### src/hw/dcr_pkg.sv
`default_nettype none
package dcr_pkg;

  // ****************************************
  // Subaddresses
  // ****************************************
  localparam logic [7:0] ADDR_LINE_LENGTH_LOW = 8'h00;
  localparam logic [7:0] ADDR_LINE_LENGTH_HIGH = 8'h01;
  localparam logic [7:0] ADDR_CLAMP_CONTROL = 8'h20;
  localparam logic [7:0] ADDR_CLAMP_BEGIN_LOW = 8'h21;
  localparam logic [7:0] ADDR_CLAMP_BEGIN_HIGH = 8'h22;
  localparam logic [7:0] ADDR_CLAMP_END_LOW = 8'h23;
  localparam logic [7:0] ADDR_CLAMP_END_HIGH = 8'h24;
  localparam logic [7:0] ADDR_CH1_CLAMP_LEVEL = 8'h25;
  localparam logic [7:0] ADDR_CH1_GAIN_ROUGH = 8'h26;
  localparam logic [7:0] ADDR_CH1_GAIN_TRIM = 8'h27;
  localparam logic [7:0] ADDR_CH2_CLAMP_LEVEL = 8'h28;
  localparam logic [7:0] ADDR_CH2_GAIN_ROUGH = 8'h29;
  localparam logic [7:0] ADDR_CH2_GAIN_TRIM = 8'h2A;
  localparam logic [7:0] ADDR_CH3_CLAMP_LEVEL = 8'h2B;
  localparam logic [7:0] ADDR_CH3_GAIN_ROUGH = 8'h2C;
  localparam logic [7:0] ADDR_CH3_GAIN_TRIM = 8'h2D;
  localparam logic [7:0] ADDR_PIXEL_CAPTURE_LOW = 8'h2E;
  localparam logic [7:0] ADDR_PIXEL_CAPTURE_HIGH = 8'h2F;
  localparam logic [7:0] ADDR_POWER_DOWN_CONTROL = 8'h30;
  localparam logic [7:0] ADDR_AUXILIARY_CONTROL = 8'h31;
  localparam logic [7:0] ADDR_CH1_SAMPLE_READBACK = 8'h32;
  localparam logic [7:0] ADDR_CH2_SAMPLE_READBACK = 8'h33;
  localparam logic [7:0] ADDR_CH3_SAMPLE_READBACK = 8'h34;
  localparam logic [7:0] ADDR_OUTPUT_FORMAT_CONTROL = 8'h40;

  // ****************************************
  // Implemented bit masks
  // ****************************************
  localparam logic [7:0] MASK_FULL = 8'hFF;
  localparam logic [7:0] MASK_NIBBLE = 8'h0F;
  localparam logic [7:0] MASK_CLAMP_CONTROL = 8'h7F;
  localparam logic [7:0] MASK_GAIN_ROUGH = 8'h3F;
  localparam logic [7:0] MASK_GAIN_TRIM = 8'h1F;
  localparam logic [7:0] MASK_POWER_DOWN = 8'h17;
  localparam logic [7:0] MASK_AUXILIARY = 8'h3F;
  localparam logic [7:0] MASK_OUTPUT_FORMAT = 8'h0F;

  // ****************************************
  // Reset values
  // ****************************************
  localparam logic [7:0] RST_LINE_LENGTH_LOW = 8'h20;
  localparam logic [7:0] RST_LINE_LENGTH_HIGH = 8'h05;
  // Not given for the remaining registers; neutral zero
  localparam logic [7:0] RST_OTHER = 8'h00;

  // Bit of power_down_control that stops everything
  localparam int PWDN_ALL_BIT = 4;

  // ****************************************
  // Types
  // ****************************************
  typedef struct packed {
    logic wr_en;
    logic rd_en;
    logic start;
    logic [7:0] addr;
    logic [7:0] wdata;
  } dcr_req_s;

  typedef struct packed {
    logic [7:0] line_length_low;
    logic [7:0] line_length_high;
    logic [7:0] clamp_control;
    logic [7:0] clamp_begin_low;
    logic [7:0] clamp_begin_high;
    logic [7:0] clamp_end_low;
    logic [7:0] clamp_end_high;
    logic [7:0] ch1_clamp_level;
    logic [7:0] ch1_gain_rough;
    logic [7:0] ch1_gain_trim;
    logic [7:0] ch2_clamp_level;
    logic [7:0] ch2_gain_rough;
    logic [7:0] ch2_gain_trim;
    logic [7:0] ch3_clamp_level;
    logic [7:0] ch3_gain_rough;
    logic [7:0] ch3_gain_trim;
    logic [7:0] pixel_capture_low;
    logic [7:0] pixel_capture_high;
    logic [7:0] power_down_control;
    logic [7:0] auxiliary_control;
    logic [7:0] output_format_control;
  } dcr_regs_s;

  typedef struct packed {
    dcr_regs_s regs;
    logic [7:0] pointer;
    logic [7:0] rdata;
    logic rvalid;
    logic initialized;
  } dcr_state_s;

endpackage
`default_nettype wire

### src/hw/dcr_register_bank.sv
`timescale 1ns/1ps
`default_nettype none

module dcr_register_bank (
  input wire logic ref_clk,
  input wire logic sys_rst,
  input wire dcr_pkg::dcr_req_s req,
  input wire logic [7:0] ch1_sample,
  input wire logic [7:0] ch2_sample,
  input wire logic [7:0] ch3_sample,
  output logic [7:0] rdata,
  output logic rvalid,
  output logic regs_initialized,
  output logic [11:0] pll_feedback_divider,
  output logic power_down_all,
  output dcr_pkg::dcr_regs_s config_regs
);
  import dcr_pkg::*;

  // ****************************************
  // Decode helpers
  // ****************************************
  function automatic logic [7:0] write_mask(input logic [7:0] a);
    logic [7:0] m;
    m = 8'h00;
    if (a == ADDR_LINE_LENGTH_LOW) begin
      m = MASK_FULL;
    end else if (a == ADDR_LINE_LENGTH_HIGH) begin
      m = MASK_NIBBLE;
    end else if (a == ADDR_CLAMP_CONTROL) begin
      m = MASK_CLAMP_CONTROL;
    end else if (a == ADDR_CLAMP_BEGIN_HIGH) begin
      m = MASK_NIBBLE;
    end else if (a == ADDR_CLAMP_END_HIGH) begin
      m = MASK_NIBBLE;
    end else if (a == ADDR_PIXEL_CAPTURE_HIGH) begin
      m = MASK_NIBBLE;
    end else if (a == ADDR_CH1_GAIN_ROUGH) begin
      m = MASK_GAIN_ROUGH;
    end else if (a == ADDR_CH2_GAIN_ROUGH) begin
      m = MASK_GAIN_ROUGH;
    end else if (a == ADDR_CH3_GAIN_ROUGH) begin
      m = MASK_GAIN_ROUGH;
    end else if (a == ADDR_CH1_GAIN_TRIM) begin
      m = MASK_GAIN_TRIM;
    end else if (a == ADDR_CH2_GAIN_TRIM) begin
      m = MASK_GAIN_TRIM;
    end else if (a == ADDR_CH3_GAIN_TRIM) begin
      m = MASK_GAIN_TRIM;
    end else if (a == ADDR_POWER_DOWN_CONTROL) begin
      m = MASK_POWER_DOWN;
    end else if (a == ADDR_AUXILIARY_CONTROL) begin
      m = MASK_AUXILIARY;
    end else if (a == ADDR_OUTPUT_FORMAT_CONTROL) begin
      m = MASK_OUTPUT_FORMAT;
    end else if (a == ADDR_CLAMP_BEGIN_LOW) begin
      m = MASK_FULL;
    end else if (a == ADDR_CLAMP_END_LOW) begin
      m = MASK_FULL;
    end else if (a == ADDR_CH1_CLAMP_LEVEL) begin
      m = MASK_FULL;
    end else if (a == ADDR_CH2_CLAMP_LEVEL) begin
      m = MASK_FULL;
    end else if (a == ADDR_CH3_CLAMP_LEVEL) begin
      m = MASK_FULL;
    end else if (a == ADDR_PIXEL_CAPTURE_LOW) begin
      m = MASK_FULL;
    end
    return m;
  endfunction

  function automatic logic [7:0] read_byte(input dcr_regs_s r, input logic [7:0] a,
                                           input logic [7:0] s1, input logic [7:0] s2,
                                           input logic [7:0] s3);
    logic [7:0] d;
    d = 8'h00;
    if (a == ADDR_LINE_LENGTH_LOW) begin
      d = r.line_length_low;
    end else if (a == ADDR_LINE_LENGTH_HIGH) begin
      d = r.line_length_high;
    end else if (a == ADDR_CLAMP_CONTROL) begin
      d = r.clamp_control;
    end else if (a == ADDR_CLAMP_BEGIN_LOW) begin
      d = r.clamp_begin_low;
    end else if (a == ADDR_CLAMP_BEGIN_HIGH) begin
      d = r.clamp_begin_high;
    end else if (a == ADDR_CLAMP_END_LOW) begin
      d = r.clamp_end_low;
    end else if (a == ADDR_CLAMP_END_HIGH) begin
      d = r.clamp_end_high;
    end else if (a == ADDR_CH1_CLAMP_LEVEL) begin
      d = r.ch1_clamp_level;
    end else if (a == ADDR_CH1_GAIN_ROUGH) begin
      d = r.ch1_gain_rough;
    end else if (a == ADDR_CH1_GAIN_TRIM) begin
      d = r.ch1_gain_trim;
    end else if (a == ADDR_CH2_CLAMP_LEVEL) begin
      d = r.ch2_clamp_level;
    end else if (a == ADDR_CH2_GAIN_ROUGH) begin
      d = r.ch2_gain_rough;
    end else if (a == ADDR_CH2_GAIN_TRIM) begin
      d = r.ch2_gain_trim;
    end else if (a == ADDR_CH3_CLAMP_LEVEL) begin
      d = r.ch3_clamp_level;
    end else if (a == ADDR_CH3_GAIN_ROUGH) begin
      d = r.ch3_gain_rough;
    end else if (a == ADDR_CH3_GAIN_TRIM) begin
      d = r.ch3_gain_trim;
    end else if (a == ADDR_PIXEL_CAPTURE_LOW) begin
      d = r.pixel_capture_low;
    end else if (a == ADDR_PIXEL_CAPTURE_HIGH) begin
      d = r.pixel_capture_high;
    end else if (a == ADDR_POWER_DOWN_CONTROL) begin
      d = r.power_down_control;
    end else if (a == ADDR_AUXILIARY_CONTROL) begin
      d = r.auxiliary_control;
    end else if (a == ADDR_CH1_SAMPLE_READBACK) begin
      d = s1;
    end else if (a == ADDR_CH2_SAMPLE_READBACK) begin
      d = s2;
    end else if (a == ADDR_CH3_SAMPLE_READBACK) begin
      d = s3;
    end else if (a == ADDR_OUTPUT_FORMAT_CONTROL) begin
      d = r.output_format_control;
    end
    return d;
  endfunction

  function automatic logic is_readback(input logic [7:0] a);
    return a >= ADDR_CH1_SAMPLE_READBACK && a <= ADDR_CH3_SAMPLE_READBACK;
  endfunction

  function automatic logic is_reserved(input logic [7:0] a);
    return a > ADDR_CH3_SAMPLE_READBACK && a < ADDR_OUTPUT_FORMAT_CONTROL;
  endfunction

  // ****************************************
  // Reset values
  // ****************************************
  function automatic dcr_regs_s default_regs();
    dcr_regs_s r;
    r.line_length_low = RST_LINE_LENGTH_LOW;
    r.line_length_high = RST_LINE_LENGTH_HIGH;
    r.clamp_control = RST_OTHER;
    r.clamp_begin_low = RST_OTHER;
    r.clamp_begin_high = RST_OTHER;
    r.clamp_end_low = RST_OTHER;
    r.clamp_end_high = RST_OTHER;
    r.ch1_clamp_level = RST_OTHER;
    r.ch1_gain_rough = RST_OTHER;
    r.ch1_gain_trim = RST_OTHER;
    r.ch2_clamp_level = RST_OTHER;
    r.ch2_gain_rough = RST_OTHER;
    r.ch2_gain_trim = RST_OTHER;
    r.ch3_clamp_level = RST_OTHER;
    r.ch3_gain_rough = RST_OTHER;
    r.ch3_gain_trim = RST_OTHER;
    r.pixel_capture_low = RST_OTHER;
    r.pixel_capture_high = RST_OTHER;
    r.power_down_control = RST_OTHER;
    r.auxiliary_control = RST_OTHER;
    r.output_format_control = RST_OTHER;
    return r;
  endfunction

  // ****************************************
  // State
  // ****************************************
  dcr_state_s st;
  dcr_state_s next_st;
  logic [7:0] addr;
  logic [7:0] mask;
  logic [7:0] merged;

  always_comb begin
    next_st = st;
    next_st.rvalid = 1'b0;
    addr = req.start ? req.addr : st.pointer;
    mask = write_mask(addr);
    merged = req.wdata & mask;
    if (req.wr_en) begin
      // Readback and reserved addresses have an all-zero mask and store nothing
      if (mask != 8'h00 && !is_readback(addr) && !is_reserved(addr)) begin
        if (addr == ADDR_LINE_LENGTH_LOW) begin
          next_st.regs.line_length_low = merged;
        end else if (addr == ADDR_LINE_LENGTH_HIGH) begin
          next_st.regs.line_length_high = merged;
        end else if (addr == ADDR_CLAMP_CONTROL) begin
          next_st.regs.clamp_control = merged;
        end else if (addr == ADDR_CLAMP_BEGIN_LOW) begin
          next_st.regs.clamp_begin_low = merged;
        end else if (addr == ADDR_CLAMP_BEGIN_HIGH) begin
          next_st.regs.clamp_begin_high = merged;
        end else if (addr == ADDR_CLAMP_END_LOW) begin
          next_st.regs.clamp_end_low = merged;
        end else if (addr == ADDR_CLAMP_END_HIGH) begin
          next_st.regs.clamp_end_high = merged;
        end else if (addr == ADDR_CH1_CLAMP_LEVEL) begin
          next_st.regs.ch1_clamp_level = merged;
        end else if (addr == ADDR_CH1_GAIN_ROUGH) begin
          next_st.regs.ch1_gain_rough = merged;
        end else if (addr == ADDR_CH1_GAIN_TRIM) begin
          next_st.regs.ch1_gain_trim = merged;
        end else if (addr == ADDR_CH2_CLAMP_LEVEL) begin
          next_st.regs.ch2_clamp_level = merged;
        end else if (addr == ADDR_CH2_GAIN_ROUGH) begin
          next_st.regs.ch2_gain_rough = merged;
        end else if (addr == ADDR_CH2_GAIN_TRIM) begin
          next_st.regs.ch2_gain_trim = merged;
        end else if (addr == ADDR_CH3_CLAMP_LEVEL) begin
          next_st.regs.ch3_clamp_level = merged;
        end else if (addr == ADDR_CH3_GAIN_ROUGH) begin
          next_st.regs.ch3_gain_rough = merged;
        end else if (addr == ADDR_CH3_GAIN_TRIM) begin
          next_st.regs.ch3_gain_trim = merged;
        end else if (addr == ADDR_PIXEL_CAPTURE_LOW) begin
          next_st.regs.pixel_capture_low = merged;
        end else if (addr == ADDR_PIXEL_CAPTURE_HIGH) begin
          next_st.regs.pixel_capture_high = merged;
        end else if (addr == ADDR_POWER_DOWN_CONTROL) begin
          next_st.regs.power_down_control = merged;
        end else if (addr == ADDR_AUXILIARY_CONTROL) begin
          next_st.regs.auxiliary_control = merged;
        end else if (addr == ADDR_OUTPUT_FORMAT_CONTROL) begin
          next_st.regs.output_format_control = merged;
        end
      end
      next_st.pointer = addr + 8'h01;
    end else if (req.rd_en) begin
      next_st.rdata = read_byte(st.regs, addr, ch1_sample, ch2_sample, ch3_sample);
      next_st.rvalid = 1'b1;
      next_st.pointer = addr + 8'h01;
    end else if (req.start) begin
      next_st.pointer = req.addr;
    end
  end

  // ****************************************
  // Registers
  // ****************************************
  always_ff @(posedge ref_clk) begin
    if (sys_rst) begin
      // Only reset gives defined contents; power-down never touches them
      st.regs <= default_regs();
      st.pointer <= 8'h00;
      st.rdata <= 8'h00;
      st.rvalid <= 1'b0;
      st.initialized <= 1'b1;
    end else begin
      st <= next_st;
    end
  end

  // ****************************************
  // Outputs
  // ****************************************
  assign rdata = st.rdata;
  assign rvalid = st.rvalid;
  assign regs_initialized = st.initialized;
  assign pll_feedback_divider = {st.regs.line_length_high[3:0], st.regs.line_length_low};
  assign power_down_all = st.regs.power_down_control[PWDN_ALL_BIT];
  assign config_regs = st.regs;

endmodule

`default_nettype wire

### config.mk
export PLATFORM = sky130hd
export DESIGN_NAME = dcr_register_bank
export DESIGN_NICKNAME = d
export VERILOG_FILES = /design/src/hw/dcr_pkg.sv /design/src/hw/dcr_register_bank.sv
export SDC_FILE = /design/constraint.sdc
export NUM_CORES = 1
export LEC_CHECK = 0
export BUFFER_PORTS_ARGS = -buffer_cell sky130_fd_sc_hd__buf_2
export CAP_MARGIN = 20
export CORE_AREA = 5 5 214 216
export DETAILED_ROUTE_END_ITERATION = 10
export DIE_AREA = 0 0 219 221
export GPL_TIMING_DRIVEN = 0
export PLACE_DENSITY = 0.44
export REMOVE_ABC_BUFFERS = 1
export SLEW_MARGIN = 0
export SYNTH_ARGS = -nofsm -noshare
export SYNTH_HDL_FRONTEND = slang
export SYNTH_SLANG_ARGS = --single-unit
### constraint.sdc
create_clock -name ref_clk -period 5.25 [get_ports ref_clk]
set_input_delay 1.05 -clock ref_clk [delete_from_list [all_inputs] [get_ports ref_clk]]
set_output_delay 1.05 -clock ref_clk [all_outputs]
set_load 0.05 [all_outputs]
Word-level counts from Yosys, hierarchy flattened
Cells that the tools add are included.
Widths: inputs -> output; s select.
{ "classes": {"n_addsub": 1, "magnitude_cmp": 4, "eq_ne": 23, "muxes": 49, "bitwise_logic": 22, "reduce_logical": 31} }
{ "ops": {"columns": ["operator", "n"], "rows": [
  ["$mux 8", 48],
  ["$eq 8x6->1 const B", 21],
  ["$reduce_and 23->1", 1],
  ["$reduce_and 22->1", 1],
  ["$not 1->1", 21],
  ["$reduce_and 21->1", 1],
  ["$reduce_and 20->1", 1],
  ["$reduce_and 19->1", 1],
  ["$reduce_and 18->1", 1],
  ["$reduce_and 17->1", 1],
  ["$reduce_and 16->1", 1],
  ["$reduce_and 15->1", 1],
  ["$reduce_and 14->1", 1],
  ["$reduce_and 13->1", 1],
  ["$reduce_and 12->1", 1],
  ["$reduce_and 11->1", 1],
  ["$reduce_and 10->1", 1],
  ["$reduce_and 9->1", 1],
  ["$add 8x1->8 const B", 1],
  ["$and 8x8->8", 1],
  ["$eq 8x1->1 const B", 1],
  ["$eq 8x7->1 const B", 1],
  ["$ge 8x6->1 const B", 1],
  ["$gt 8x6->1 const B", 1],
  ["other kinds (15)", 19]
]} }
{ "totals": {"register_bits": 185, "input_bits": 45} }

Logic depth before layout (Yosys ltp)
Gate-level depths: netlist (run 1).
{ "depth": {"word_depth": 27, "depth_mapped": 17, "ltp_nobuf": 11} }

Worst setup path before layout (run 1)
Ideal clock, no wire load.
{ "synth_path": {"kind": "input port to flip-flop", "from": "input req[16] (netlist name)", "to": "register st (netlist bit config_regs[12])", "setup_ns": 0.128, "arrival_time_ns": 4.072, "path_slack_ns": 1.050, "cell_stages": 16, "path_cell_list": "buf_6 -> buf_6 -> buf_4 -> mux2i_1 -> inv_1 -> ha_1 -> clkbuf_1 -> nor4bb_1 -> or2_1 -> nor2_1 -> o22ai_1 -> nand3b_1 -> or4b_1 -> buf_2 -> mux2i_1 -> nor2_1"} }
{ "synth_via": {"elab_chain_len": 27} }
{ "synth_rtl": {"columns": ["element", "line", "text"], "rows": [
  ["from (decl)", "dcr_register_bank.sv:7", "input wire dcr_pkg::dcr_req_s req,"],
  ["$mux 8 (*)", null, null],
  ["$eq 8x6->1", "dcr_register_bank.sv:66, dcr_register_bank.sv:216", null],
  ["$mux 8", "dcr_register_bank.sv:66", "end else if (a == ADDR_PIXEL_CAPTURE_LOW) begin"],
  ["$mux 8", "dcr_register_bank.sv:64", "end else if (a == ADDR_CH3_CLAMP_LEVEL) begin"],
  ["$mux 8", "dcr_register_bank.sv:62", "end else if (a == ADDR_CH2_CLAMP_LEVEL) begin"],
  ["$mux 8", "dcr_register_bank.sv:60", "end else if (a == ADDR_CH1_CLAMP_LEVEL) begin"],
  ["$mux 8", "dcr_register_bank.sv:58", "end else if (a == ADDR_CLAMP_END_LOW) begin"],
  ["$mux 8", "dcr_register_bank.sv:56", "end else if (a == ADDR_CLAMP_BEGIN_LOW) begin"],
  ["(+10 left out)", null, null],
  ["$mux 8", "dcr_register_bank.sv:34", "end else if (a == ADDR_CLAMP_END_HIGH) begin"],
  ["$mux 8", "dcr_register_bank.sv:32", "end else if (a == ADDR_CLAMP_BEGIN_HIGH) begin"],
  ["$mux 8", "dcr_register_bank.sv:30", "end else if (a == ADDR_CLAMP_CONTROL) begin"],
  ["$mux 8", "dcr_register_bank.sv:28", "end else if (a == ADDR_LINE_LENGTH_HIGH) begin"],
  ["$mux 8", "dcr_register_bank.sv:26", "if (a == ADDR_LINE_LENGTH_LOW) begin"],
  ["$reduce_bool 8->1", "dcr_register_bank.sv:183", "if (mask != 8'h00 && !is_readback(addr) && !is_reserved(addr)) begin"],
  ["$logic_and 1x1->1 (2 in a row)", "dcr_register_bank.sv:183", null],
  ["$reduce_and 22->1 (no line)", null, null],
  ["to (signal assigned)", "dcr_register_bank.sv:250", "st <= next_st;"],
  ["to (decl)", "dcr_register_bank.sv:169", "dcr_state_s st;"]
]} }
Every way passes the cells marked *; elsewhere a longest branch is shown, timed or not.
A chain may end at the register's enable or synchronous reset.

Worst setup path in the final report (run 1)
{ "layout_path": {"from": "input req[16] (netlist name)", "to": "register rdata[7] (netlist name)"} }
{ "layout_via": {"elab_chain_len": 26} }
{ "layout_rtl": {"columns": ["element", "line", "text"], "rows": [
  ["$mux 8 (*)", null, null],
  ["$eq 8x7->1", "dcr_register_bank.sv:123", "end else if (a == ADDR_OUTPUT_FORMAT_CONTROL) begin"],
  ["$mux 8", "dcr_register_bank.sv:123", null],
  ["$mux 8", "dcr_register_bank.sv:121", "end else if (a == ADDR_CH3_SAMPLE_READBACK) begin"],
  ["$mux 8", "dcr_register_bank.sv:119", "end else if (a == ADDR_CH2_SAMPLE_READBACK) begin"],
  ["$mux 8", "dcr_register_bank.sv:117", "end else if (a == ADDR_CH1_SAMPLE_READBACK) begin"],
  ["$mux 8", "dcr_register_bank.sv:115", "end else if (a == ADDR_AUXILIARY_CONTROL) begin"],
  ["$mux 8", "dcr_register_bank.sv:113", "end else if (a == ADDR_POWER_DOWN_CONTROL) begin"],
  ["(+10 left out)", null, null],
  ["$mux 8", "dcr_register_bank.sv:91", "end else if (a == ADDR_CH1_CLAMP_LEVEL) begin"],
  ["$mux 8", "dcr_register_bank.sv:89", "end else if (a == ADDR_CLAMP_END_HIGH) begin"],
  ["$mux 8", "dcr_register_bank.sv:87", "end else if (a == ADDR_CLAMP_END_LOW) begin"],
  ["$mux 8", "dcr_register_bank.sv:85", "end else if (a == ADDR_CLAMP_BEGIN_HIGH) begin"],
  ["$mux 8", "dcr_register_bank.sv:83", "end else if (a == ADDR_CLAMP_BEGIN_LOW) begin"],
  ["$mux 8", "dcr_register_bank.sv:81", "end else if (a == ADDR_CLAMP_CONTROL) begin"],
  ["$mux 8", "dcr_register_bank.sv:79", "end else if (a == ADDR_LINE_LENGTH_HIGH) begin"],
  ["$mux 8 (*)", "dcr_register_bank.sv:77", "if (a == ADDR_LINE_LENGTH_LOW) begin"]
]} }
Marked as above.

==> results of run 1 <==
-- cell families after synthesis --
logic type      share of synthesized area
simple gates                        0.226
flops                               0.344
buf+inv                             0.164
other cells                      0.000348
xor+xnor                          0.00650
fa+ha+maj                         0.00464
mux                                0.0679
compound gates                      0.186
-- final cells by class --
class	count	area, µm²
Fill cell	4885	31900
Multi-Input combinational cell	870	5360
Sequential cell	185	3700
Timing Repair Buffer	244	1350
Tap cell	592	741
Clock buffer	17	425
Clock inverter	15	178
Inverter	14	52.6
-- cells in the final DEF (no fill, tap or decap), types with 7 or more instances in the layout --
cell and count:
sky130_fd_sc_hd__o31ai_1 9, sky130_fd_sc_hd__mux2i_1 72, sky130_fd_sc_hd__or3_1 12, sky130_fd_sc_hd__buf_2 232, sky130_fd_sc_hd__nand2b_1 18, sky130_fd_sc_hd__nand2_1 101, sky130_fd_sc_hd__nor2_2 8, sky130_fd_sc_hd__nand3_1 24
sky130_fd_sc_hd__a211o_1 8, sky130_fd_sc_hd__a211oi_1 7, sky130_fd_sc_hd__nor3_1 19, sky130_fd_sc_hd__nand3b_1 31, sky130_fd_sc_hd__nor3b_1 20, sky130_fd_sc_hd__o21ai_0 70, sky130_fd_sc_hd__and3b_1 11, sky130_fd_sc_hd__clkbuf_16 17
sky130_fd_sc_hd__inv_1 14, sky130_fd_sc_hd__a221oi_1 24, sky130_fd_sc_hd__o22ai_1 23, sky130_fd_sc_hd__xnor2_1 7, sky130_fd_sc_hd__and2_1 22, sky130_fd_sc_hd__nor2b_1 7, sky130_fd_sc_hd__nand4_1 7, sky130_fd_sc_hd__a21oi_1 95
sky130_fd_sc_hd__o221ai_1 7, sky130_fd_sc_hd__and3_1 7, sky130_fd_sc_hd__dfxtp_1 185, sky130_fd_sc_hd__nor2_1 157
-- layer usage --
layer	routed length, µm	vias to the layer above	track usage	part of all wire
li1	-	4542	-	-
met1	20600	4751	0.250	0.43
met2	22100	411	0.300	0.46
met3	4050	49	0.0544	0.085
met4	969	0	0.0494	0.020
met5	0	-	0	0
-- what timing repair did --
action | in CTS | in global routing
buffers inserted | 1 | 0
pin swaps | 1 | 0
resized for setup | 7 | 4
cloned | 0 | 0
endpoints found under the setup margin | 67 | 80
-- power groups by stage --
stage	combinational, mW	sequential [mW]	clock, mW
2_1_floorplan	0.192	1.48	0
3_3_place_gp	0.415	1.46	0
3_5_place_dp	0.434	1.46	0
4_1_cts	0.441	1.43	1.39
5_1_grt	0.470	1.43	1.44
6_report	0.447	1.43	1.36
-- stage by stage --
| step | utilization | std cells | setup WS (ps) |
|---|---|---|---|
| finish | 0.270 | 1937 | 121 |
| global route | 0.270 | 1937 | 31.2 |
| CTS | 0.269 | 1936 | 22.5 |
| detailed placement | 0.255 | 1903 | -1070 |
| global placement | 0.251 | 1895 | -2530 |
| floorplan | - | 1069 | 1040 |
-- sequential cells by signal, indices dropped and copies added, names as in the netlist --
name,cells
rdata,8
st,8
config_regs,168
rvalid,1
-- how the worst min path moves through the flow --
stage | end | slack (ps) | cells past startpoint
detailed placement | config_regs[34]$_SDFFE_PP0P_ | 470 | 2
CTS | config_regs[34]$_SDFFE_PP0P_ | 480 | 2
global route | config_regs[32]$_SDFFE_PP0P_ | 490 | 2
global placement | config_regs[48]$_SDFFE_PP0P_ | 460 | 2
finish | config_regs[48]$_SDFFE_PP0P_ | 470 | 2
floorplan | st[15]$_SDFF_PP0_ | 610 | 3
-- critical path, delay by kind of cell --
kind	cells	cell delay (ps)
muxes	1	570
and+or+nand+nor	5	1680
buffers and inverters	3	900
AOI/OAI and AO/OA	3	840
adders and majority gates	1	430
==> out/qor.yml, run 1 <==
final_nets: 1381
drc: 0
vdd_drop_max_mv: 0.233
p_leak_nw: 4.94
timing.setup.critical_path_class: "in2reg"
critical_path.endpoint: "rdata[7]$_SDFFE_PP0P_"
fp.dieH_um: 221
cellInternalPower_mw: 2.22
worst_ep_required_time_ps: 5620
yosysWarningCount: 0
clock_power_share: 0.421
run_status: "finished, final reports clean"
cts.sinks: 185
max_slew_margin: 0.358
setup.worst_path.end_class: "flip-flop"
fraction_of_synthesized_cell_area_taken_by_the_top_area_cell_type: 0.344
postSynthAreaPerCell_um2: 8.12
ys_dominant_reg_cell: "sky130_fd_sc_hd__dfxtp_1"
synth.cell_area_um2: 10800
grt_setup_unrepaired: "no"
tightestPinTransition_ps: 960
insertedDiodeCount: 0
drt-pass1-iter-count: 6
timing_hold_violations_final: 0
grt.total_usage: 0.188
layout.cell_area.non_filler_um2: 11800
buffers_on_ports: 234
number_of_flops_mapped_to_enable_cells_by_yosys: 0
holdCritStartpoint: "config_regs[48]$_SDFFE_PP0P_"
switching_power_of_the_nets_mw: 1.02
via_per_inst: 5.04
part_of_the_total_power_dissipated_in_combinational_logic: 0.138
critical-path-slowest-cell: "sky130_fd_sc_hd__nor2_2"
initial_antenna_violation_count: 0
number_of_instances_in_the_synthesized_netlist: 1327
initial_utilization: 0.246
critPathArrivalTime_ps: 5500
first_pass_grt_wire_length_um: 67300
ys_seq_area_frac: 0.344
crit_path_max_incr_delay_ps: 600
synth_async_sr_flop_share: 0
cts_max_path_buffers: 2
netSwitchingFraction: 0.315
wl_per_cell_um: 24.6
number_of_top_level_design_ports: 236
cts_hold_buffers: 0
vias: 9753
clk-insertion-delay-late_ps: 470
final_layout_size_suffix_gt1_frac: 0.232
die_area_um2: 48400
cts.clk_slew.worst_paths_ps: 80
cp_cell_sequence: "clkbuf_4 -> mux2i_1 -> inv_1 -> ha_2 -> buf_16 -> nor4b_2 -> nor2_2 -> nor3_1 -> a221oi_1 -> nor2_1 -> nor4_1 -> o32ai_1 -> a21o_1"
worstSetupStartpointType: "input port"
clock_tree.root_cell: "sky130_fd_sc_hd__clkbuf_16"
cts_made_buffers: 17
grt_ovf: 0
globalplace.congestion: 0.913
yosys_register_bits: 185
synth_top_cells_by_count: "sky130_fd_sc_hd__buf_4 (191), sky130_fd_sc_hd__dfxtp_1 (185), sky130_fd_sc_hd__nor2_1 (159), sky130_fd_sc_hd__nand2_1 (102), sky130_fd_sc_hd__a21oi_1 (96)"
worst-r2r-setup-slack_ps: 960
maxCapViolations: 0
final_max_slew_violation_count: 0
dp.final_hpwl_um: 36000
syn_to_final_growth_pct: 9.57
fin_crit_sh: 0.977
power.sequential.fraction: 0.441
rr_endpoint: "rdata[7]$_SDFFE_PP0P_"
power_density_normalized_to_cell_area_nw_per_um2: 274
ys_top_cells_by_area: "sky130_fd_sc_hd__dfxtp_1 (34%), sky130_fd_sc_hd__buf_4 (13%), sky130_fd_sc_hd__mux2i_1 (6.7%)"
post-layout-total-power_mw: 3.23
number_of_distinct_library_cells_after_synthesis: 78
critical_path_peak_fanout: 42
maxClockFrequency_mhz: 195
regToRegStartpoint: "st[11]$_SDFF_PP0_"
chip_width_um: 219
finalSetupViolCount: 0
hp-class: "reg2reg"
grt_pass1_vias: 9114
post-synth-top-count-cell: "sky130_fd_sc_hd__buf_4"
tritoncts_clock_tree: "built"
worstRegToRegCells: 12
worstSetupStartpoint: "req[16]"
placed_cell_area_um2: 11100
htreeDepth: 4
finalWorstPathRequiredPeriod_ps: 5130
grt_start_max_net_pins: 126
placeable_core_area_um2: 43700
accumulated_negative_setup_slack_ps: 0
detail_route.wirelength_um: 47700
hold_ws_ps: 475
fin_clk_skew_ps: 14.2
postRouteAntennaNets: 0
drtIter0Drc: 1132
yosysTopAreaCell: "sky130_fd_sc_hd__dfxtp_1"
placementRows: 77
No activity file was read; power rests on OpenSTA's default activity.
==> run 2, diff against run 1 <==
==> constraint.sdc (replaced) <==
create_clock -name ref_clk -period 5.25 [get_ports ref_clk]
set_input_delay 0.2625 -clock ref_clk [delete_from_list [all_inputs] [get_ports ref_clk]]
set_output_delay 0.2625 -clock ref_clk [all_outputs]
set_load 0.05 [all_outputs]
==> out/qor.yml, run 2 (synthesis results as in run 1) <==
cts.sinks: 185  # unchanged
final_nets: 1381  # unchanged
clk-insertion-delay-late_ps: 470  # about the same
number_of_flip_flops_in_the_largest_register: 168  # unchanged
post-layout-total-power_mw: 3.23  # -0.27%
critical-path-slowest-cell: "sky130_fd_sc_hd__nor3_4"
hp-class: "in2reg"
tritoncts_clock_tree: "built"
cp_cell_sequence: "buf_2 -> mux2i_1 -> inv_1 -> ha_2 -> nor4b_1 -> nor2_2 -> nor2_2 -> nor2_1 -> nand2_1 -> nor3_4 -> mux2i_1 -> nor2_1"
grt_start_max_net_pins: 126  # unchanged
wl_per_cell_um: 24.7  # about the same
post_cts_buffers: 0  # -1
max_slew_margin: 0.310  # -0.0486
p_leak_nw: 4.93  # -0.25%
dp.final_hpwl_um: 36000  # unchanged
vias: 9813  # +0.62%
wl_met2_um: 22000  # -0.40%
timing_hold_violations_final: 0  # unchanged
vdd_drop_max_mv: 0.234  # +0.23%
placeable_core_area_um2: 43700  # unchanged
drc: 0  # unchanged
fin_clk_skew_ps: 13.9  # -0.272 ps
dp_worst_setup_slack_ps: -279  # +787 ps
setup.worst_path.end_class: "flip-flop"
grt_pass1_vias: 9091  # -0.25%
fin_crit_sh: 0.942  # -0.0348
number_of_top_level_design_ports: 236  # unchanged
utilization_after_layout: 0.269  # -0.00106
final_max_slew_violation_count: 0  # unchanged
first_pass_grt_wire_length_um: 67300  # about the same
syn_to_final_growth_pct: 9.14
cts_max_path_buffers: 2  # unchanged
cts.clk_slew.worst_paths_ps: 70  # about the same
cts_made_buffers: 17  # unchanged
critPathArrivalTime_ps: 5280  # -220 ps
layout_commonest_cell: "sky130_fd_sc_hd__buf_2"
placed_cells: 1903  # unchanged
cts_hold_buffers: 0  # unchanged
detail_route.wirelength_um: 47800  # about the same
layout.cell_area.non_filler_um2: 11800  # -0.39%
critical_path_peak_fanout: 42  # unchanged
maxCapViolations: 0  # unchanged
cts_repair_resize_count: 0  # -7
globalplace.congestion: 0.913  # unchanged
drt-met1-wl_um: 20800  # +0.83%
hold_ws_ps: 61.3  # -413 ps
grt_ovf: 0  # unchanged
worstSetupStartpointType: "input port"
chip_width_um: 219  # unchanged
highest-signal-layer: "met4"
maxClockFrequency_mhz: 202  # +3.7%
accumulated_negative_setup_slack_ps: 0  # unchanged
grt_setup_unrepaired: "no"
final.setup.worst_slack_ps: 304  # +183 ps
clock_tree.root_cell: "sky130_fd_sc_hd__clkbuf_16"
initial_utilization: 0.246  # unchanged
buffers_on_ports: 234  # unchanged
placementRows: 77  # unchanged
tightestPinTransition_ps: 1030  # +72.7 ps
met3WireLength_um: 3930  # -3.0%
die_area_um2: 48400  # unchanged
worst_ep_required_time_ps: 5590  # -30 ps
crit_path_max_incr_delay_ps: 660  # +60 ps
postRouteAntennaNets: 0  # unchanged
drtIter0Drc: 1054  # -6.9%
placed_cell_area_um2: 11100  # unchanged
drt-pass1-iter-count: 7  # +1
via_per_inst: 5.06  # +0.56%
final-instance-count-excl-fill: 1938  # +0.052%
fp.dieH_um: 221  # unchanged
final_cell_mix: "sky130_fd_sc_hd__buf_2 (233), sky130_fd_sc_hd__dfxtp_1 (185), sky130_fd_sc_hd__nor2_1 (159)"
final_layout_size_suffix_gt1_frac: 0.227  # -0.00520
initial_antenna_violation_count: 0  # unchanged
finalSetupViolCount: 0  # unchanged
run_status: "finished, final reports clean"
finalWorstPathRequiredPeriod_ps: 4950  # -183 ps
htreeDepth: 4  # unchanged
timing.setup.critical_path_class: "in2reg"
power_density_normalized_to_cell_area_nw_per_um2: 274  # +0.12%
grt.total_usage: 0.188  # about the same
[run 2: critical path: cells and delay by family]
kind	cells	cell delay (ps)
buffers and inverters	2	720
multiplexers	2	780
adder cells (fa/ha/maj)	1	490
AND/OR/NAND/NOR	7	2980
[run 2: path summary, 6_finish.rpt]
| kind | from | to | slack, ps | depth (start not counted) |
|---|---|---|---|---|
| max reg2reg | st[10]$_SDFF_PP0_ | config_regs[67]$_SDFFE_PP0P_ | 550 | 11 |
| max | req[16] | config_regs[67]$_SDFFE_PP0P_ | 300 | 12 |
| min reg2reg | config_regs[48]$_SDFFE_PP0P_ | config_regs[48]$_SDFFE_PP0P_ | 470 | 2 |
| min | req[6] | config_regs[166]$_SDFFE_PP0P_ | 60 | 3 |
[run 2: metal layers]
| layer | vias to the layer above | track usage |
|---|---|---|
| met5 | - | 0 |
| met4 | 0 | 0.0519 |
| met3 | 52 | 0.0551 |
| met2 | 397 | 0.299 |
| met1 | 4820 | 0.250 |
| li1 | 4544 | - |
[run 2: final cells by class]
class,count,area (µm²)
clock inverters,15,178
clock buffers,17,425
multi-input cells,870,5320
fillers,4886,32000
diodes,1,2.50
repair buffers,244,1340
flip-flops and latches,185,3700
well taps,592,741
inverters,14,52.6
[run 2: power by group]
part,total (mW),internal (mW),switching (mW)
sequential,1.43,1.41,0.0126
clock,1.36,0.684,0.674
combinational,0.442,0.118,0.325
==> run 3, diff against run 2 <==
- RECOVER_POWER: not set -> 100
==> out/qor.yml, run 3 (synthesis results as in run 1) <==
accumulated_negative_setup_slack_ps: 0  # unchanged
vdd_drop_max_mv: 0.233  # -0.17%
rr_endpoint: "config_regs[64]$_SDFFE_PP0P_"
grt_ovf: 0  # unchanged
dp.final_hpwl_um: 36000  # unchanged
final-instance-count-excl-fill: 1938  # unchanged
finalWorstPathRequiredPeriod_ps: 5040  # +93.9 ps
worstSetupStartpoint: "req[16]"
cts_max_path_buffers: 2  # unchanged
htreeDepth: 4  # unchanged
p_leak_nw: 4.09  # -17%
buffers_on_ports: 234  # unchanged
initial_utilization: 0.246  # unchanged
grt_start_max_net_pins: 126  # unchanged
first_pass_grt_wire_length_um: 67300  # unchanged
cp_cell_sequence: "buf_2 -> mux2i_1 -> inv_1 -> ha_1 -> buf_16 -> o311a_1 -> nor2b_1 -> nand2_1 -> nor3_4 -> mux2i_1 -> nor2_1"
placeable_core_area_um2: 43700  # unchanged
postRouteAntennaNets: 0  # unchanged
hold-path-cell-count: 3  # unchanged
post-layout-total-power_mw: 3.22  # -0.12%
global_route.usage.met3: 0.0551  # unchanged
critical_path_buf_inv_count: 3  # +1
finalSetupViolCount: 0  # unchanged
vias: 9821  # +0.082%
grt_setup_unrepaired: "no"
drt-pass1-iter-count: 5  # -2
tightestPinTransition_ps: 1310  # +278 ps
critPathTopFamily: "simple AND/OR/NAND/NOR gates"
placed_cells: 1903  # unchanged
cts_repair_resize_count: 0  # unchanged
drc: 0  # unchanged
worst-r2r-setup-slack_ps: 440  # -110 ps
worstSetupStartpointType: "input port"
critical_path_depth: 11  # -1
worst_path_most_repeated_cell: "sky130_fd_sc_hd__mux2i_1"
hp-class: "in2reg"
critical_path_peak_fanout: 42  # unchanged
detail_route.wirelength_um: 47800  # about the same
grt.total_usage: 0.188  # unchanged
globalplace.congestion: 0.913  # unchanged
critPathArrivalTime_ps: 5380  # +100 ps
post_cts_buffers: 0  # unchanged
cts.clk_slew.worst_paths_ps: 80  # about the same
final_layout_size_suffix_gt1_frac: 0.0810  # -0.146
critical-path-slowest-cell: "sky130_fd_sc_hd__nor2b_1"
final_cell_mix: "sky130_fd_sc_hd__clkbuf_1 (191), sky130_fd_sc_hd__dfxtp_1 (185), sky130_fd_sc_hd__nor2_1 (160)"
regToRegStartpoint: "st[11]$_SDFF_PP0_"
initial_antenna_violation_count: 0  # unchanged
power_density_normalized_to_cell_area_nw_per_um2: 281  # +2.4%
maxClockFrequency_mhz: 198  # -1.9%
number_of_flip_flops_in_the_largest_register: 168  # unchanged
seqCellArea_um2: 3700  # unchanged
crit_path_max_incr_delay_ps: 810  # +150 ps
worst_ep_required_time_ps: 5590  # about the same
final_max_slew_violation_count: 0  # unchanged
fin_crit_sh: 0.960  # +0.0179
fp.dieH_um: 221  # unchanged
number_of_top_level_design_ports: 236  # unchanged
die_area_um2: 48400  # unchanged
grt_pass1_vias: 9091  # unchanged
critical_path.endpoint: "config_regs[64]$_SDFFE_PP0P_"
grt.met2_usage: 0.299  # unchanged
clk-insertion-delay-late_ps: 470  # about the same
clock_tree.root_cell: "sky130_fd_sc_hd__clkbuf_16"
syn_to_final_growth_pct: 6.49
max_slew_margin: 0.119  # -0.191
multi_input_comb_area_um2: 5290  # -0.63%
drtIter0Drc: 1014  # -3.8%
placementRows: 77  # unchanged
layout.filler_cells: 4946  # +1.2%
maxCapViolations: 0  # unchanged
cts_hold_buffers: 0  # unchanged
timing_hold_violations_final: 0  # unchanged
layout.cell_area.non_filler_um2: 11500  # -2.4%
fin_clk_skew_ps: 13.6  # -0.326 ps
chip_width_um: 219  # unchanged
grt.busiest_layer: "met2"
run_status: "finished, final reports clean"
worstRegToRegCells: 10  # -1
wl_per_cell_um: 24.7  # about the same
setup.worst_path.end_class: "flip-flop"
via_per_inst: 5.07  # about the same
final_nets: 1381  # unchanged
grtUsageMet1: 0.250  # unchanged
timing.setup.critical_path_class: "in2reg"
placed_cell_area_um2: 11100  # unchanged
tritoncts_clock_tree: "built"
layout_commonest_cell: "sky130_fd_sc_hd__clkbuf_1"
hold_ws_ps: 59.7  # -1.61 ps
cts_made_buffers: 17  # unchanged
cts.sinks: 185  # unchanged
## run 3: tightest hold or removal path, delay by kind of cell
| family | cells | cell delay [ps] |
|---|---|---|
| AOI/OAI and AO/OA | 1 | 50 |
| buffers and inverters | 1 | 110 |
| and+or+nand+nor | 1 | 50 |
## run 3: layout make-up
cell class	count	area share
multi-input combinational	870	0.461
sequential	185	0.323
timing repair buffer	244	0.0947
tap	592	0.0645
clock buffer	17	0.0371
clock inverter	15	0.0155
inverter	14	0.00458
antenna	1	0.000218
## run 3: routing by layer
layer  share of wire  vias to the layer above
met5               0                        -
met4           0.024                        0
met3           0.079                       66
met2            0.46                      410
met1            0.44                     4802
li1                -                     4543
## run 3: through the flow
stage	utilization	worst slack [ps]
finish	0.262	210
CTS	0.268	214
floorplan	-	1830
global placement	0.251	-1740
global route	0.262	28.4
detailed placement	0.255	-279
## run 3: worst min path at each step
stage | from | end | slack (ps)
5_1_grt | req[6] | config_regs[166]$_SDFFE_PP0P_ | 70
3_3_place_gp | config_regs[48]$_SDFFE_PP0P_ | config_regs[48]$_SDFFE_PP0P_ | 460
3_5_place_dp | config_regs[34]$_SDFFE_PP0P_ | config_regs[34]$_SDFFE_PP0P_ | 470
4_1_cts | req[6] | config_regs[166]$_SDFFE_PP0P_ | 40
2_1_floorplan | sys_rst | rdata[2]$_SDFFE_PP0P_ | 330
6_report | req[6] | config_regs[166]$_SDFFE_PP0P_ | 60
## run 3: power by group
| part | total [mW] | switching, mW | internal (mW) |
|---|---|---|---|
| Combinational | 0.434 | 0.323 | 0.112 |
| Sequential | 1.43 | 0.0129 | 1.41 |
| Clock | 1.36 | 0.677 | 0.684 |
